==> src/hw/accel_out_pkg.sv <==
package accel_out_pkg;

  localparam int ADDR_W = 8;
  localparam int DATA_W = 8;
  localparam int SAMPLE_W = 12;
  localparam int ORIENT_W = 6;

  // Register offsets
  localparam logic [7:0] X_HPF_LOW_ADDR = 8'h00;
  localparam logic [7:0] X_HPF_HIGH_ADDR = 8'h01;
  localparam logic [7:0] Y_HPF_LOW_ADDR = 8'h02;
  localparam logic [7:0] Y_HPF_HIGH_ADDR = 8'h03;
  localparam logic [7:0] Z_HPF_LOW_ADDR = 8'h04;
  localparam logic [7:0] Z_HPF_HIGH_ADDR = 8'h05;
  localparam logic [7:0] X_LOW_ADDR = 8'h06;
  localparam logic [7:0] X_HIGH_ADDR = 8'h07;
  localparam logic [7:0] Y_LOW_ADDR = 8'h08;
  localparam logic [7:0] Y_HIGH_ADDR = 8'h09;
  localparam logic [7:0] Z_LOW_ADDR = 8'h0A;
  localparam logic [7:0] Z_HIGH_ADDR = 8'h0B;
  localparam logic [7:0] SELFCHECK_ADDR = 8'h0C;
  localparam logic [7:0] IDENTITY_ADDR = 8'h0F;
  localparam logic [7:0] ORIENT_CUR_ADDR = 8'h10;
  localparam logic [7:0] FIRST_CONTROL_ADDR = 8'h1B;
  localparam logic [7:0] THIRD_CONTROL_ADDR = 8'h1D;

  // Field positions
  localparam int RESOLUTION_SELECT_BIT = 6;
  localparam int SELFCHECK_TRIGGER_BIT = 4;
  localparam int LOW_NIBBLE_POS = 4;

  // Reset and fixed values
  localparam logic [7:0] SELFCHECK_PATTERN = 8'h55;
  localparam logic [7:0] SELFCHECK_INVERTED = 8'hAA;
  localparam logic [5:0] ORIENT_RESET = 6'h20;
  localparam logic [7:0] FIRST_CONTROL_RESET = 8'h00;
  localparam logic [7:0] THIRD_CONTROL_RESET = 8'h4D;
  localparam logic [11:0] SAMPLE_RESET = 12'h000;
  // Arbitrary neutral value, not a real supplier code
  localparam logic [7:0] IDENTITY_DEFAULT = 8'h3C;

  // Output data rate timing
  localparam int CLK_HZ = 50_000_000;
  localparam int ODR_HZ = 25;
  localparam int ODR_CYCLES = CLK_HZ / ODR_HZ;

  // Sample channel indices
  typedef enum logic [2:0] {
    CH_X_HPF,
    CH_Y_HPF,
    CH_Z_HPF,
    CH_X,
    CH_Y,
    CH_Z
  } channel_t;

  localparam int NUM_CH = 6;

endpackage

==> src/hw/triaxis_accel_output_regs.sv <==
// What this block does
// - Y filtered sample: high byte bits 11..4, low byte top nibble bits 3..0.
// - Z filtered sample split the same way over its low and high bytes.
// - Unfiltered X sample split over low and high read-only bytes.
// - Unfiltered Y sample bits 11..4 readable in its high byte.
// - Unfiltered Z sample split over its low and high bytes.
// - Self-check byte reads the default pattern while trigger is clear.
// - Setting the self-check trigger turns the byte to the inverted pattern.
// - Reading the self-check byte restores the default pattern afterwards.
// - Self-check byte is read-only and resets to the default pattern.
// - Read-only identity byte holds a fixed supplier code.
// - Orientation refreshes once per rate period, never during a read.
// - Orientation holds six one-hot bits, top two zero, resets to 0x20.
// - Samples are twos complement, spanning -2048 to 2047.
// - Low resolution leaves only eight valid bits; high gives all twelve.
// - Samples update once per rate period, protected during reads.
module triaxis_accel_output_regs
#(
  parameter int unsigned ODR_PERIOD = accel_out_pkg::ODR_CYCLES,
  parameter logic [7:0] IDENTITY_CODE = accel_out_pkg::IDENTITY_DEFAULT
) (
  input wire logic clk,
  input wire logic nrst,
  input wire logic [accel_out_pkg::ADDR_W-1:0] regAddr,
  input wire logic regRd,
  input wire logic regWr,
  input wire logic [accel_out_pkg::DATA_W-1:0] regWrData,
  input wire logic readBusy,
  input wire logic [accel_out_pkg::SAMPLE_W-1:0] xHpfSample,
  input wire logic [accel_out_pkg::SAMPLE_W-1:0] yHpfSample,
  input wire logic [accel_out_pkg::SAMPLE_W-1:0] zHpfSample,
  input wire logic [accel_out_pkg::SAMPLE_W-1:0] xSample,
  input wire logic [accel_out_pkg::SAMPLE_W-1:0] ySample,
  input wire logic [accel_out_pkg::SAMPLE_W-1:0] zSample,
  input wire logic [accel_out_pkg::ORIENT_W-1:0] orientationIn,
  output logic [accel_out_pkg::DATA_W-1:0] regRdData,
  output logic regRdValid
);
  import accel_out_pkg::*;

  logic odrTick;
  logic [SAMPLE_W-1:0] sampleIn [NUM_CH];
  logic [SAMPLE_W-1:0] heldSample [NUM_CH];
  logic [ORIENT_W-1:0] orientationCur;
  logic [7:0] firstControl_reg;
  logic [7:0] thirdControl_reg;
  logic [7:0] selfcheck_reg;
  logic [7:0] selfcheck_next;
  logic [7:0] thirdControl_next;

  // Twos complement samples pass through untouched; sign lives in bit 11
  assign sampleIn[CH_X_HPF] = xHpfSample;
  assign sampleIn[CH_Y_HPF] = yHpfSample;
  assign sampleIn[CH_Z_HPF] = zHpfSample;
  assign sampleIn[CH_X] = xSample;
  assign sampleIn[CH_Y] = ySample;
  assign sampleIn[CH_Z] = zSample;

  odr_tick #(
    .PERIOD(ODR_PERIOD)
  ) u_rate (
    .clk(clk),
    .nrst(nrst),
    .tick(odrTick)
  );

  // Held copies change on a rate tick outside a host read burst, or on the first cycle after a burst that deferred one
  for (genvar ch = 0; ch < NUM_CH; ch++) begin : g_axis
    held_sample #(
      .WIDTH(SAMPLE_W),
      .RESET_VALUE(SAMPLE_RESET)
    ) u_hold (
      .clk(clk),
      .nrst(nrst),
      .captureTick(odrTick),
      .hold(readBusy),
      .sampleIn(sampleIn[ch]),
      .sampleOut(heldSample[ch])
    );
  end

  held_sample #(
    .WIDTH(ORIENT_W),
    .RESET_VALUE(ORIENT_RESET)
  ) u_orient (
    .clk(clk),
    .nrst(nrst),
    .captureTick(odrTick),
    .hold(readBusy),
    .sampleIn(orientationIn),
    .sampleOut(orientationCur)
  );

  wire resolutionHigh = firstControl_reg[RESOLUTION_SELECT_BIT];
  wire selfcheckTrigger = thirdControl_reg[SELFCHECK_TRIGGER_BIT];

  function automatic logic [7:0] highByte(input logic [SAMPLE_W-1:0] s);
    return s[SAMPLE_W-1:LOW_NIBBLE_POS];
  endfunction

  // Low nibble of a sample is only valid in high-resolution mode
  function automatic logic [7:0] lowByte(input logic [SAMPLE_W-1:0] s, input logic hiRes);
    return hiRes ? {s[LOW_NIBBLE_POS-1:0], 4'h0} : 8'h00;
  endfunction

  function automatic logic [7:0] readMux(
    input logic [7:0] addr,
    input logic hiRes,
    input logic [SAMPLE_W-1:0] xh,
    input logic [SAMPLE_W-1:0] yh,
    input logic [SAMPLE_W-1:0] zh,
    input logic [SAMPLE_W-1:0] xr,
    input logic [SAMPLE_W-1:0] yr,
    input logic [SAMPLE_W-1:0] zr,
    input logic [ORIENT_W-1:0] orient,
    input logic [7:0] check,
    input logic [7:0] ident,
    input logic [7:0] ctl1,
    input logic [7:0] ctl3
  );
    logic [7:0] d;
    d = 8'h00;
    unique case (addr)
      X_HPF_LOW_ADDR: d = lowByte(xh, hiRes);
      X_HPF_HIGH_ADDR: d = highByte(xh);
      Y_HPF_LOW_ADDR: d = lowByte(yh, hiRes);
      Y_HPF_HIGH_ADDR: d = highByte(yh);
      Z_HPF_LOW_ADDR: d = lowByte(zh, hiRes);
      Z_HPF_HIGH_ADDR: d = highByte(zh);
      X_LOW_ADDR: d = lowByte(xr, hiRes);
      X_HIGH_ADDR: d = highByte(xr);
      Y_LOW_ADDR: d = lowByte(yr, hiRes);
      Y_HIGH_ADDR: d = highByte(yr);
      Z_LOW_ADDR: d = lowByte(zr, hiRes);
      Z_HIGH_ADDR: d = highByte(zr);
      SELFCHECK_ADDR: d = check;
      IDENTITY_ADDR: d = ident;
      ORIENT_CUR_ADDR: d = {2'b00, orient};
      FIRST_CONTROL_ADDR: d = ctl1;
      THIRD_CONTROL_ADDR: d = ctl3;
      default: d = 8'h00;
    endcase
    return d;
  endfunction

  wire [7:0] readByte = readMux(regAddr, resolutionHigh,
    heldSample[CH_X_HPF], heldSample[CH_Y_HPF], heldSample[CH_Z_HPF],
    heldSample[CH_X], heldSample[CH_Y], heldSample[CH_Z],
    orientationCur, selfcheck_reg, IDENTITY_CODE, firstControl_reg, thirdControl_reg);

  wire wrFirst = regWr && (regAddr == FIRST_CONTROL_ADDR);
  wire wrThird = regWr && (regAddr == THIRD_CONTROL_ADDR);
  wire trigSet = wrThird && regWrData[SELFCHECK_TRIGGER_BIT];
  wire rdCheck = regRd && (regAddr == SELFCHECK_ADDR);
  // Writing the trigger back to zero also brings the default pattern back
  wire trigClear = wrThird && !regWrData[SELFCHECK_TRIGGER_BIT];

  // Trigger write wins over a simultaneous restoring read, so no set is lost
  assign selfcheck_next = trigSet ? SELFCHECK_INVERTED :
                          rdCheck ? SELFCHECK_PATTERN :
                          trigClear ? SELFCHECK_PATTERN :
                          selfcheck_reg;

  // Restoring read also drops the trigger, so a clear trigger always goes with the default pattern
  assign thirdControl_next = wrThird ? regWrData :
                             rdCheck ? (thirdControl_reg & ~(8'h01 << SELFCHECK_TRIGGER_BIT)) :
                             thirdControl_reg;

  always_ff @(posedge clk or negedge nrst) begin
    if (!nrst) begin
      firstControl_reg <= FIRST_CONTROL_RESET;
      thirdControl_reg <= THIRD_CONTROL_RESET;
      selfcheck_reg <= SELFCHECK_PATTERN;
    end else begin
      if (wrFirst) begin
        firstControl_reg <= regWrData;
      end
      thirdControl_reg <= thirdControl_next;
      selfcheck_reg <= selfcheck_next;
    end
  end

  // Byte returned is the value before any restore takes effect
  always_ff @(posedge clk or negedge nrst) begin
    if (!nrst) begin
      regRdData <= 8'h00;
      regRdValid <= 1'b0;
    end else begin
      regRdValid <= regRd;
      if (regRd) begin
        regRdData <= readByte;
      end
    end
  end

  property p_check_inverted;
    @(posedge clk) disable iff (!nrst)
      trigSet |=> (selfcheck_reg == SELFCHECK_INVERTED) && selfcheckTrigger;
  endproperty
  a_check_inverted: assert property (p_check_inverted) else $error("trigger did not invert");

  property p_check_restore;
    @(posedge clk) disable iff (!nrst)
      (rdCheck && !regWr) |=> (regRdData == $past(selfcheck_reg))
        && (selfcheck_reg == SELFCHECK_PATTERN) && regRdValid;
  endproperty
  a_check_restore: assert property (p_check_restore) else $error("read did not restore pattern");

  property p_check_default;
    @(posedge clk) disable iff (!nrst)
      !selfcheckTrigger |-> (selfcheck_reg == SELFCHECK_PATTERN);
  endproperty
  a_check_default: assert property (p_check_default) else $error("pattern wrong while idle");

  property p_check_values;
    @(posedge clk) disable iff (!nrst)
      (selfcheck_reg == SELFCHECK_PATTERN) || (selfcheck_reg == SELFCHECK_INVERTED);
  endproperty
  a_check_values: assert property (p_check_values) else $error("illegal self-check byte");

  property p_identity;
    @(posedge clk) disable iff (!nrst)
      (regRd && regAddr == IDENTITY_ADDR) |=> (regRdData == IDENTITY_CODE);
  endproperty
  a_identity: assert property (p_identity) else $error("identity byte wrong");

  property p_orient_top;
    @(posedge clk) disable iff (!nrst)
      (regRd && regAddr == ORIENT_CUR_ADDR) |=> (regRdData == {2'b00, $past(orientationCur)});
  endproperty
  a_orient_top: assert property (p_orient_top) else $error("orientation byte wrong");

  property p_y_hpf_high;
    @(posedge clk) disable iff (!nrst)
      (regRd && regAddr == Y_HPF_HIGH_ADDR) |=> (regRdData == $past(heldSample[CH_Y_HPF][11:4]));
  endproperty
  a_y_hpf_high: assert property (p_y_hpf_high) else $error("Y filtered high byte wrong");

  property p_z_low;
    @(posedge clk) disable iff (!nrst)
      (regRd && regAddr == Z_LOW_ADDR && resolutionHigh)
        |=> (regRdData == {$past(heldSample[CH_Z][3:0]), 4'h0});
  endproperty
  a_z_low: assert property (p_z_low) else $error("Z low byte wrong");

  property p_low_res;
    @(posedge clk) disable iff (!nrst)
      (regRd && !resolutionHigh && (regAddr == X_LOW_ADDR || regAddr == Y_HPF_LOW_ADDR))
        |=> (regRdData == 8'h00);
  endproperty
  a_low_res: assert property (p_low_res) else $error("low resolution nibble visible");

  property p_low_nibble_zero;
    @(posedge clk) disable iff (!nrst)
      (regRd && regAddr <= Z_LOW_ADDR && !regAddr[0]) |=> (regRdData[3:0] == 4'h0);
  endproperty
  a_low_nibble_zero: assert property (p_low_nibble_zero) else $error("low nibble not zero");

  property p_x_high;
    @(posedge clk) disable iff (!nrst)
      (regRd && regAddr == X_HIGH_ADDR)
        |=> (regRdData == $past(heldSample[CH_X][11:4]));
  endproperty
  a_x_high: assert property (p_x_high) else $error("X high byte wrong");

  property p_x_low;
    @(posedge clk) disable iff (!nrst)
      (regRd && regAddr == X_LOW_ADDR && resolutionHigh)
        |=> (regRdData == {$past(heldSample[CH_X][3:0]), 4'h0});
  endproperty
  a_x_low: assert property (p_x_low) else $error("X low byte wrong");

  property p_y_hpf_low;
    @(posedge clk) disable iff (!nrst)
      (regRd && regAddr == Y_HPF_LOW_ADDR && resolutionHigh)
        |=> (regRdData == {$past(heldSample[CH_Y_HPF][3:0]), 4'h0});
  endproperty
  a_y_hpf_low: assert property (p_y_hpf_low) else $error("Y filtered low byte wrong");

  property p_z_hpf_high;
    @(posedge clk) disable iff (!nrst)
      (regRd && regAddr == Z_HPF_HIGH_ADDR)
        |=> (regRdData == $past(heldSample[CH_Z_HPF][11:4]));
  endproperty
  a_z_hpf_high: assert property (p_z_hpf_high) else $error("Z filtered high byte wrong");

  property p_z_hpf_low;
    @(posedge clk) disable iff (!nrst)
      (regRd && regAddr == Z_HPF_LOW_ADDR && resolutionHigh)
        |=> (regRdData == {$past(heldSample[CH_Z_HPF][3:0]), 4'h0});
  endproperty
  a_z_hpf_low: assert property (p_z_hpf_low) else $error("Z filtered low byte wrong");

  property p_y_high;
    @(posedge clk) disable iff (!nrst)
      (regRd && regAddr == Y_HIGH_ADDR)
        |=> (regRdData == $past(heldSample[CH_Y][11:4]));
  endproperty
  a_y_high: assert property (p_y_high) else $error("Y high byte wrong");

  property p_z_high;
    @(posedge clk) disable iff (!nrst)
      (regRd && regAddr == Z_HIGH_ADDR)
        |=> (regRdData == $past(heldSample[CH_Z][11:4]));
  endproperty
  a_z_high: assert property (p_z_high) else $error("Z high byte wrong");

  property p_trigger_clear;
    @(posedge clk) disable iff (!nrst)
      (trigClear && !trigSet)
        |=> (selfcheck_reg == SELFCHECK_PATTERN) && !selfcheckTrigger;
  endproperty
  a_trigger_clear: assert property (p_trigger_clear) else $error("cleared trigger kept");

  property p_orient_hold;
    @(posedge clk) disable iff (!nrst)
      readBusy |=> $stable(orientationCur);
  endproperty
  a_orient_hold: assert property (p_orient_hold) else $error("orientation moved in read");
endmodule

==> src/hw/odr_tick.sv <==
module odr_tick #(
  parameter int unsigned PERIOD = 2_000_000
) (
  input wire logic clk,
  input wire logic nrst,
  output logic tick
);
  localparam int CW = (PERIOD > 1) ? $clog2(PERIOD) : 1;
  localparam logic [CW-1:0] LAST = CW'(PERIOD - 1);

  logic [CW-1:0] count_reg;
  logic [CW-1:0] count_next;
  wire atLast = (count_reg == LAST);

  assign count_next = atLast ? '0 : count_reg + CW'(1);

  always_ff @(posedge clk or negedge nrst) begin
    if (!nrst) begin
      count_reg <= '0;
      tick <= 1'b0;
    end else begin
      count_reg <= count_next;
      tick <= atLast;
    end
  end

  // Ticks are exactly one period apart
  property p_tick_period;
    @(posedge clk) disable iff (!nrst)
      tick |-> (count_reg == '0) || (PERIOD == 1);
  endproperty
  a_tick_period: assert property (p_tick_period) else $error("rate tick off its period");
endmodule

==> src/hw/held_sample.sv <==
module held_sample #(
  parameter int WIDTH = 12,
  parameter logic [WIDTH-1:0] RESET_VALUE = '0
) (
  input wire logic clk,
  input wire logic nrst,
  input wire logic captureTick,
  input wire logic hold,
  input wire logic [WIDTH-1:0] sampleIn,
  output logic [WIDTH-1:0] sampleOut
);
  logic pending_reg;
  // A tick during a read is deferred, not dropped; several ticks in one burst merge into one capture after it
  wire want = captureTick | pending_reg;
  wire capture = want & ~hold;

  always_ff @(posedge clk or negedge nrst) begin
    if (!nrst) begin
      pending_reg <= 1'b0;
      sampleOut <= RESET_VALUE;
    end else begin
      pending_reg <= want & hold;
      if (capture) begin
        sampleOut <= sampleIn;
      end
    end
  end

  property p_stable_in_read;
    @(posedge clk) disable iff (!nrst)
      hold |=> $stable(sampleOut);
  endproperty
  a_stable_in_read: assert property (p_stable_in_read) else $error("sample changed during read");

  property p_deferred_capture;
    @(posedge clk) disable iff (!nrst)
      (captureTick && hold) ##1 (!hold) |=> (sampleOut == $past(sampleIn));
  endproperty
  a_deferred_capture: assert property (p_deferred_capture) else $error("deferred sample lost");
endmodule

==> config.mk <==
export PLATFORM = sky130hd
export DESIGN_NAME = triaxis_accel_output_regs
export DESIGN_NICKNAME = d
export VERILOG_FILES = /design/src/hw/accel_out_pkg.sv /design/src/hw/triaxis_accel_output_regs.sv /design/src/hw/odr_tick.sv /design/src/hw/held_sample.sv
export SDC_FILE = /design/constraint.sdc
export NUM_CORES = 1
export LEC_CHECK = 0
export ABC_AREA = 1
export BUFFER_PORTS_ARGS = -buffer_cell sky130_fd_sc_hd__buf_2
export CELL_PAD_IN_SITES_DETAIL_PLACEMENT = 0
export CELL_PAD_IN_SITES_GLOBAL_PLACEMENT = 1
export CORE_ASPECT_RATIO = 1.5
export CORE_MARGIN = 4
export CORE_UTILIZATION = 45
export DETAILED_ROUTE_END_ITERATION = 12
export PLACE_DENSITY_LB_ADDON = 0.1
export SETUP_SLACK_MARGIN = 0.2
export SLEW_MARGIN = 10
export SYNTH_ARGS = -nofsm -noshare
export SYNTH_HDL_FRONTEND = slang
export SYNTH_HIERARCHICAL = 1
export SYNTH_SLANG_ARGS = --single-unit
==> constraint.sdc <==
create_clock -name clk -period 2.1 [get_ports clk]
set_input_delay 0.42 -clock clk [delete_from_list [all_inputs] [get_ports clk]]
set_output_delay 0.42 -clock clk [all_outputs]
set_load 0.005 [all_outputs]
; ---- Yosys cells after proc, flatten, opt, wreduce, memory -nomap -nowiden
; Cells that the tools add are included.
[op_classes]
add_sub_neg = 1
n_eq_ne = 17
n_mux = 13
n_bitwise = 22
n_reduce_logical = 9
[op_table]
columns = op, count
row1 = one-hot mux 8 bit (17 select lines), 1
row2 = 2-to-1 mux 8 bit, 10
row3 = == test 8 x 4 -> 1 bit (second input constant), 6
row4 = == test 8 x 3 -> 1 bit (second input constant), 4
row5 = == test 8 x 5 -> 1 bit (second input constant), 3
row6 = adder 21 x 1 -> 21 bit (second input constant), 1
row7 = == test 21 bit (second input constant), 1
row8 = 2-to-1 mux 21 bit, 1
row9 = == test 8 x 2 -> 1 bit (second input constant), 2
row10 = bitwise AND 1 bit, 14
row11 = == test 8 x 1 -> 1 bit (second input constant), 1
row12 = logical NOT 8 bit, 1
row13 = bitwise OR 1 bit, 7
row14 = logical AND 1 bit, 5
row15 = 2-to-1 mux 5 bit, 1
row16 = nonzero test 3 bit, 1
row17 = nonzero test 2 bit, 1
row18 = logical NOT 1 bit, 1
row19 = inverter 1 bit, 1
[totals]
reg_bits = 140
in_bits = 99
elab_cells = 84

; ---- Longest topological paths before layout
[logic_depth]
ltp_word = 6
mapped_depth = 12
ltp_nobuf = 11

; ---- By module
; The synthesis kept the hierarchy.
[by_module_without_submodules]
columns = module, instances, cells_each, area_per_inst_um2, seq_area_each_um2
row1 = held_sample at g_axis[0].u_hold ..., 6, 58, 534.3, 325.3
row2 = triaxis_accel_output_regs, 1, 354, 2309.7, 681.9
row3 = odr_tick, 1, 179, 1326.3, 550.5
row4 = held_sample at u_orient, 1, 31, 300.3, 176.4

; ---- Least setup slack after synthesis
; No wires, ideal clock.
[synth_path]
kind = input -> register
startpoint = input port regAddr[5] in the netlist's numbering
endpoint = register firstControl_reg[2]
arrival_time_ns = 1.354
t_required_ns = 1.975
path_slack_ns = 0.621
path_stages = 7
n_path_buf = 1
path_cell_list = inv_1 nand2_1 nor2_8 nand2_4 nor2_4 buf_6 mux2_4
[synth_between]
elab_chain_len = 2
[synth_lines]
columns = item, line
row1 = from (decl), triaxis_accel_output_regs.sv:24  ; input wire logic [accel_out_pkg::ADDR_W-1:0] regAddr,
row2 = == test 8 x 5 -> 1 bit, triaxis_accel_output_regs.sv:151  ; wire wrFirst = regWr && (regAddr == FIRST_CONTROL_ADDR);
row3 = logical AND 1 bit, triaxis_accel_output_regs.sv:151
row4 = to (signal assigned), triaxis_accel_output_regs.sv:176  ; firstControl_reg <= regWrData;
row5 = to (decl), triaxis_accel_output_regs.sv:45  ; logic [7:0] firstControl_reg;
; Every way passes these cells.
; A chain may end at the register's enable or synchronous reset.

; ---- Worst setup path after layout
[layout_path]
startpoint = register firstControl_reg[6]
endpoint = register regRdData[6] in the netlist's numbering
[layout_between]
elab_chain_len = 2
elab_cells_between_ends = 7
classes_between = mux (7)
[layout_lines]
columns = item, line
row1 = 2-to-1 mux 8 bit, triaxis_accel_output_regs.sv:103  ; return hiRes ? {s[LOW_NIBBLE_POS-1:0], 4'h0} : 8'h00;
row2 = one-hot mux 8 bit (17 select lines) (*), triaxis_accel_output_regs.sv:123  ; unique case (addr)
row3 = to (signal assigned), triaxis_accel_output_regs.sv:191  ; regRdData <= readByte;
row4 = to (decl), triaxis_accel_output_regs.sv:36  ; output logic [accel_out_pkg::DATA_W-1:0] regRdData,
; Mark *: on every way between the ends. The rest lies on a longest branch, timed or not.

==> run summary <==
ROUTING
----------------------------------------------------------------------------------------
Number of antenna-violating nets in the routed design                                  0
Wire length after detailed routing                                              20000 um
Average detailed-routed wire length per instance                                 16.2 um
Iter 0 DRT Violations                                                                249
First-pass detailed-route iteration total                                              4
Vias after detailed routing                                                         6115
DRC Markers                                                                            0
Detailed-route vias per instance                                                    4.95

CLOCK TREE
----------------------------------------------------------------------------------------
Clock slew at reported path FFs                                                  0.05 ns
Clock latency reported for the late side of the worst-skew pair                  0.43 ns
TritonCTS clock tree                                                                 yes
Buffer type at the clock tree root                                             clkbuf_16
CTS Buf Count                                                                         17
Quantity of gates resized following cts                                                0
Number of H-tree levels                                                                4
CTS Buffer Depth                                                                       2
Number of clock sinks seen by CTS                                                    134
Number of setup buffers added after CTS                                                0

SETUP PATH
----------------------------------------------------------------------------------------
Depth of the critical timing path with buffers and inverters included                  9
Req. time, crit path                                                             2.46 ns
Worst path buffer plus inverter count                                                  1
Reg-to-Reg End                                                              regRdData[6]
Crit path max fanout                                                                  23
Cell repeated most along the worst path                                          nand2_1
Start point of the critical path                                            firstControl_reg[6]
Worst EP arrival                                                                 2.07 ns
FF-to-FF setup slack                                                             0.38 ns
Critical path, cell by cell                                                 nand2_1, nand3b_1, nand2_1, inv_1, nand2_1, nor2_1, nand3_1, nand2_1, nand2_1
Kind of end point of the critical path                                              flop
Crit-path leading delay family                                              simple AND/OR/NAND/NOR gates
Critical path startpoint category                                                   flop
CP max stage cell                                                                dfrtp_1
Delay of the slowest cell on the worst path                                      0.79 ns
Reg2reg path depth                                                                     9
Launch instance of the worst register-to-register path                      firstControl_reg[6]
Startpoint-to-endpoint class of the critical path                           flop to flop
Crit path to                                                                regRdData[6]

TIMING
----------------------------------------------------------------------------------------
Setup repair after global routing missed its margin                                   no
Ratio of final minimum period to clock period                                      81.7%
Final number of setup-violating endpoints                                              0
Worst clock skew on the final layout                                           0.0128 ns
Post-layout worst setup margin                                                  0.385 ns
Fin. Hold Viols                                                                        0
Final Critical Period                                                            1.72 ns
FMAX                                                                             583 MHz
Sum of negative setup slack                                                         0 ns
Max-slew headroom at the worst pin                                                 43.7%
Max Slew Vio Count                                                                     0
Final hold slack                                                                0.223 ns
Actual slew at the worst max-slew pin                                           0.844 ns

POWER AND IR DROP
----------------------------------------------------------------------------------------
Reported leakage power                                                           4.59 nW
Max rail drop VDD                                                             0.000433 V
Pwr Density                                                                   751 mW/mm2
Power consumption                                                                6.30 mW

GRT
----------------------------------------------------------------------------------------
Pin count of the biggest net entering global routing                                  39
Wire length of the first global-routing pass                                    32000 um
Total congestion overflow after global routing                                         0
Vias in the first global route                                                      6388
Tot GR Track Use                                                                   23.1%
Antenna violations before repair                                                       0

FLOORPLANNING
----------------------------------------------------------------------------------------
Overall die area                                                              0.0180 mm2
I/O pins                                                                             108
Chip Width                                                                        111 um
Height of the die                                                                 162 um
Std-Cell Core Area                                                            0.0156 mm2
Initial core utilization                                                           45.7%
Number of placement rows                                                              56

CELLS AND AREA
----------------------------------------------------------------------------------------
Most frequent cells in the layout                                           nand2_1 (331), nand3_1 (139), dfrtp_1 (128)
Share of post-route cells with drive strength above 1                              22.1%
Register Area                                                                0.00336 mm2
Diode insertion count for antenna repair                                               0
Total area of multi-input combinational cells                                0.00322 mm2
Non-filler cells in the finished layout                                             1235
Area overhead of the layout relative to synthesis                                  17.4%
Core utilization of the finished layout                                            53.6%
Most common cell after layout, fill and taps aside                               nand2_1
Final #Nets                                                                         1120
Final standard cell area without fillers                                     0.00838 mm2
Number of flip-flops under the largest register name                                  72
Fillcell total                                                                      1584

PLACED DESIGN
----------------------------------------------------------------------------------------
Weighted congestion reported at the end of routability-driven placement            0.871
Inst Count DP                                                                       1203
Placed standard-cell area                                                    0.00778 mm2
Post-place setup slack                                                          0.287 ns
Total half-perimeter wirelength after legalization and detailed placement       15700 um
PortBufs                                                                             107

LOGIC SYNTHESIS
----------------------------------------------------------------------------------------
Number of different library cells in the post-synthesis netlist                       43
Number of flip-flops and latches in the synthesized netlist                          134
Flip-flop cell with the highest count after synthesis                            dfrtp_1
Total of warnings raised by yosys                                                      6
Sequential-to-total area share from yosys stat                                     47.1%
EDFF count, synth                                                                      0
Syn Inst Count                                                                       912
Async S/R FF share, synth                                                           100%
Mapped cell area                                                             0.00714 mm2
Mapped Nets                                                                         1012
Synth Area per Inst                                                             7.83 um2

FLOW RUN
----------------------------------------------------------------------------------------
Number of max-capacitance violations reported                                          0

MIN PATH
----------------------------------------------------------------------------------------
Class of the worst hold path                                                input port to flop

STATUS
----------------------------------------------------------------------------------------
Result of the run                                                           finished, final reports clean

## tightest hold or removal path, stage by stage
cell and delay, ns:
buf_2 0.07, nand3_1 0.06, nand2_1 0.06
## area by class of cell
| type | instances | area share [%] |
|---|---|---|
| clock buffers | 24 | 5.99 |
| clock inverters | 7 | 1.12 |
| inverters | 81 | 3.69 |
| multi-input cells | 669 | 38.4 |
| flip-flops and latches | 134 | 40.1 |
| well taps | 203 | 3.03 |
| repair buffers | 117 | 7.64 |
## synthesized netlist by cell type, types with 5 or more instances
cell type / count / share of area, %
xor2_1: 7 / 0.86
dfstp_2: 6 / 2.2
o21ai_2: 6 / 0.74
inv_2: 17 / 0.89
and3_1: 5 / 0.44
a21oi_1: 10 / 0.70
nor2_1: 66 / 3.5
nand2_4: 7 / 1.1
nor2_2: 12 / 1.1
buf_6: 17 / 2.7
nand3b_1: 13 / 1.4
inv_1: 62 / 3.3
nor3_1: 5 / 0.35
nand2_1: 331 / 17
nor2_4: 7 / 1.1
dfrtp_1: 128 / 45
nand2_2: 12 / 1.1
nand3_1: 139 / 9.7
o21ai_1: 5 / 0.35
o21ai_0: 15 / 1.1
buf_2: 8 / 0.56
## per-layer routing
| metal | global-route usage [%] | vias up | part of all wire, % |
|---|---|---|---|
| li1 | - | 3116 | - |
| met1 | 23.9 | 2847 | 38 |
| met2 | 43.7 | 111 | 55 |
| met3 | 4.88 | 41 | 3.2 |
| met4 | 11.3 | 0 | 4.2 |
| met5 | 0 | - | 0 |
## report_power, final
part	switching (mW)	internal, mW	leakage, nW	total [mW]
Combinational	0.267	0.175	2.56	0.442
Sequential	0.119	2.75	1.75	2.87
Clock	1.09	1.90	0.288	2.98
Total	1.47	4.82	4.59	6.30
## kinds of logic (layout without fill, tap and decap cells)
kind of cell,count (synthesis),after routing,share of synthesized area (%)
compound gates,42,42,3.54
xor+xnor,8,8,0.981
fa+ha+maj,1,1,0.175
buf+inv,109,229,7.83
flops,134,134,47.1
mux,5,5,0.999
simple gates,613,613,39.4
## how the worst min path moves through the flow
stage	start	endpoint	slack, ns	cells past startpoint
6_report	zHpfSample[9]	g_axis[2].u_hold/sampleOut[9]	0.22	3
5_1_grt	regWrData[1]	thirdControl_reg[1]	0.22	3
4_1_cts	regWrData[1]	thirdControl_reg[1]	0.21	3
3_5_place_dp	nrst	u_orient/sampleOut[2]	0.44	1
3_3_place_gp	nrst	u_orient/sampleOut[2]	0.43	1
2_1_floorplan	nrst	firstControl_reg[0]	0.12	0
## repair_timing
| action | CTS | global route |
|---|---|---|
| setup endpoints to repair | 0 | 0 |
| hold buffers | 1 | 0 |
| hold endpoints to repair | 30 | 0 |
No activity file was read; power rests on OpenSTA's default activity.
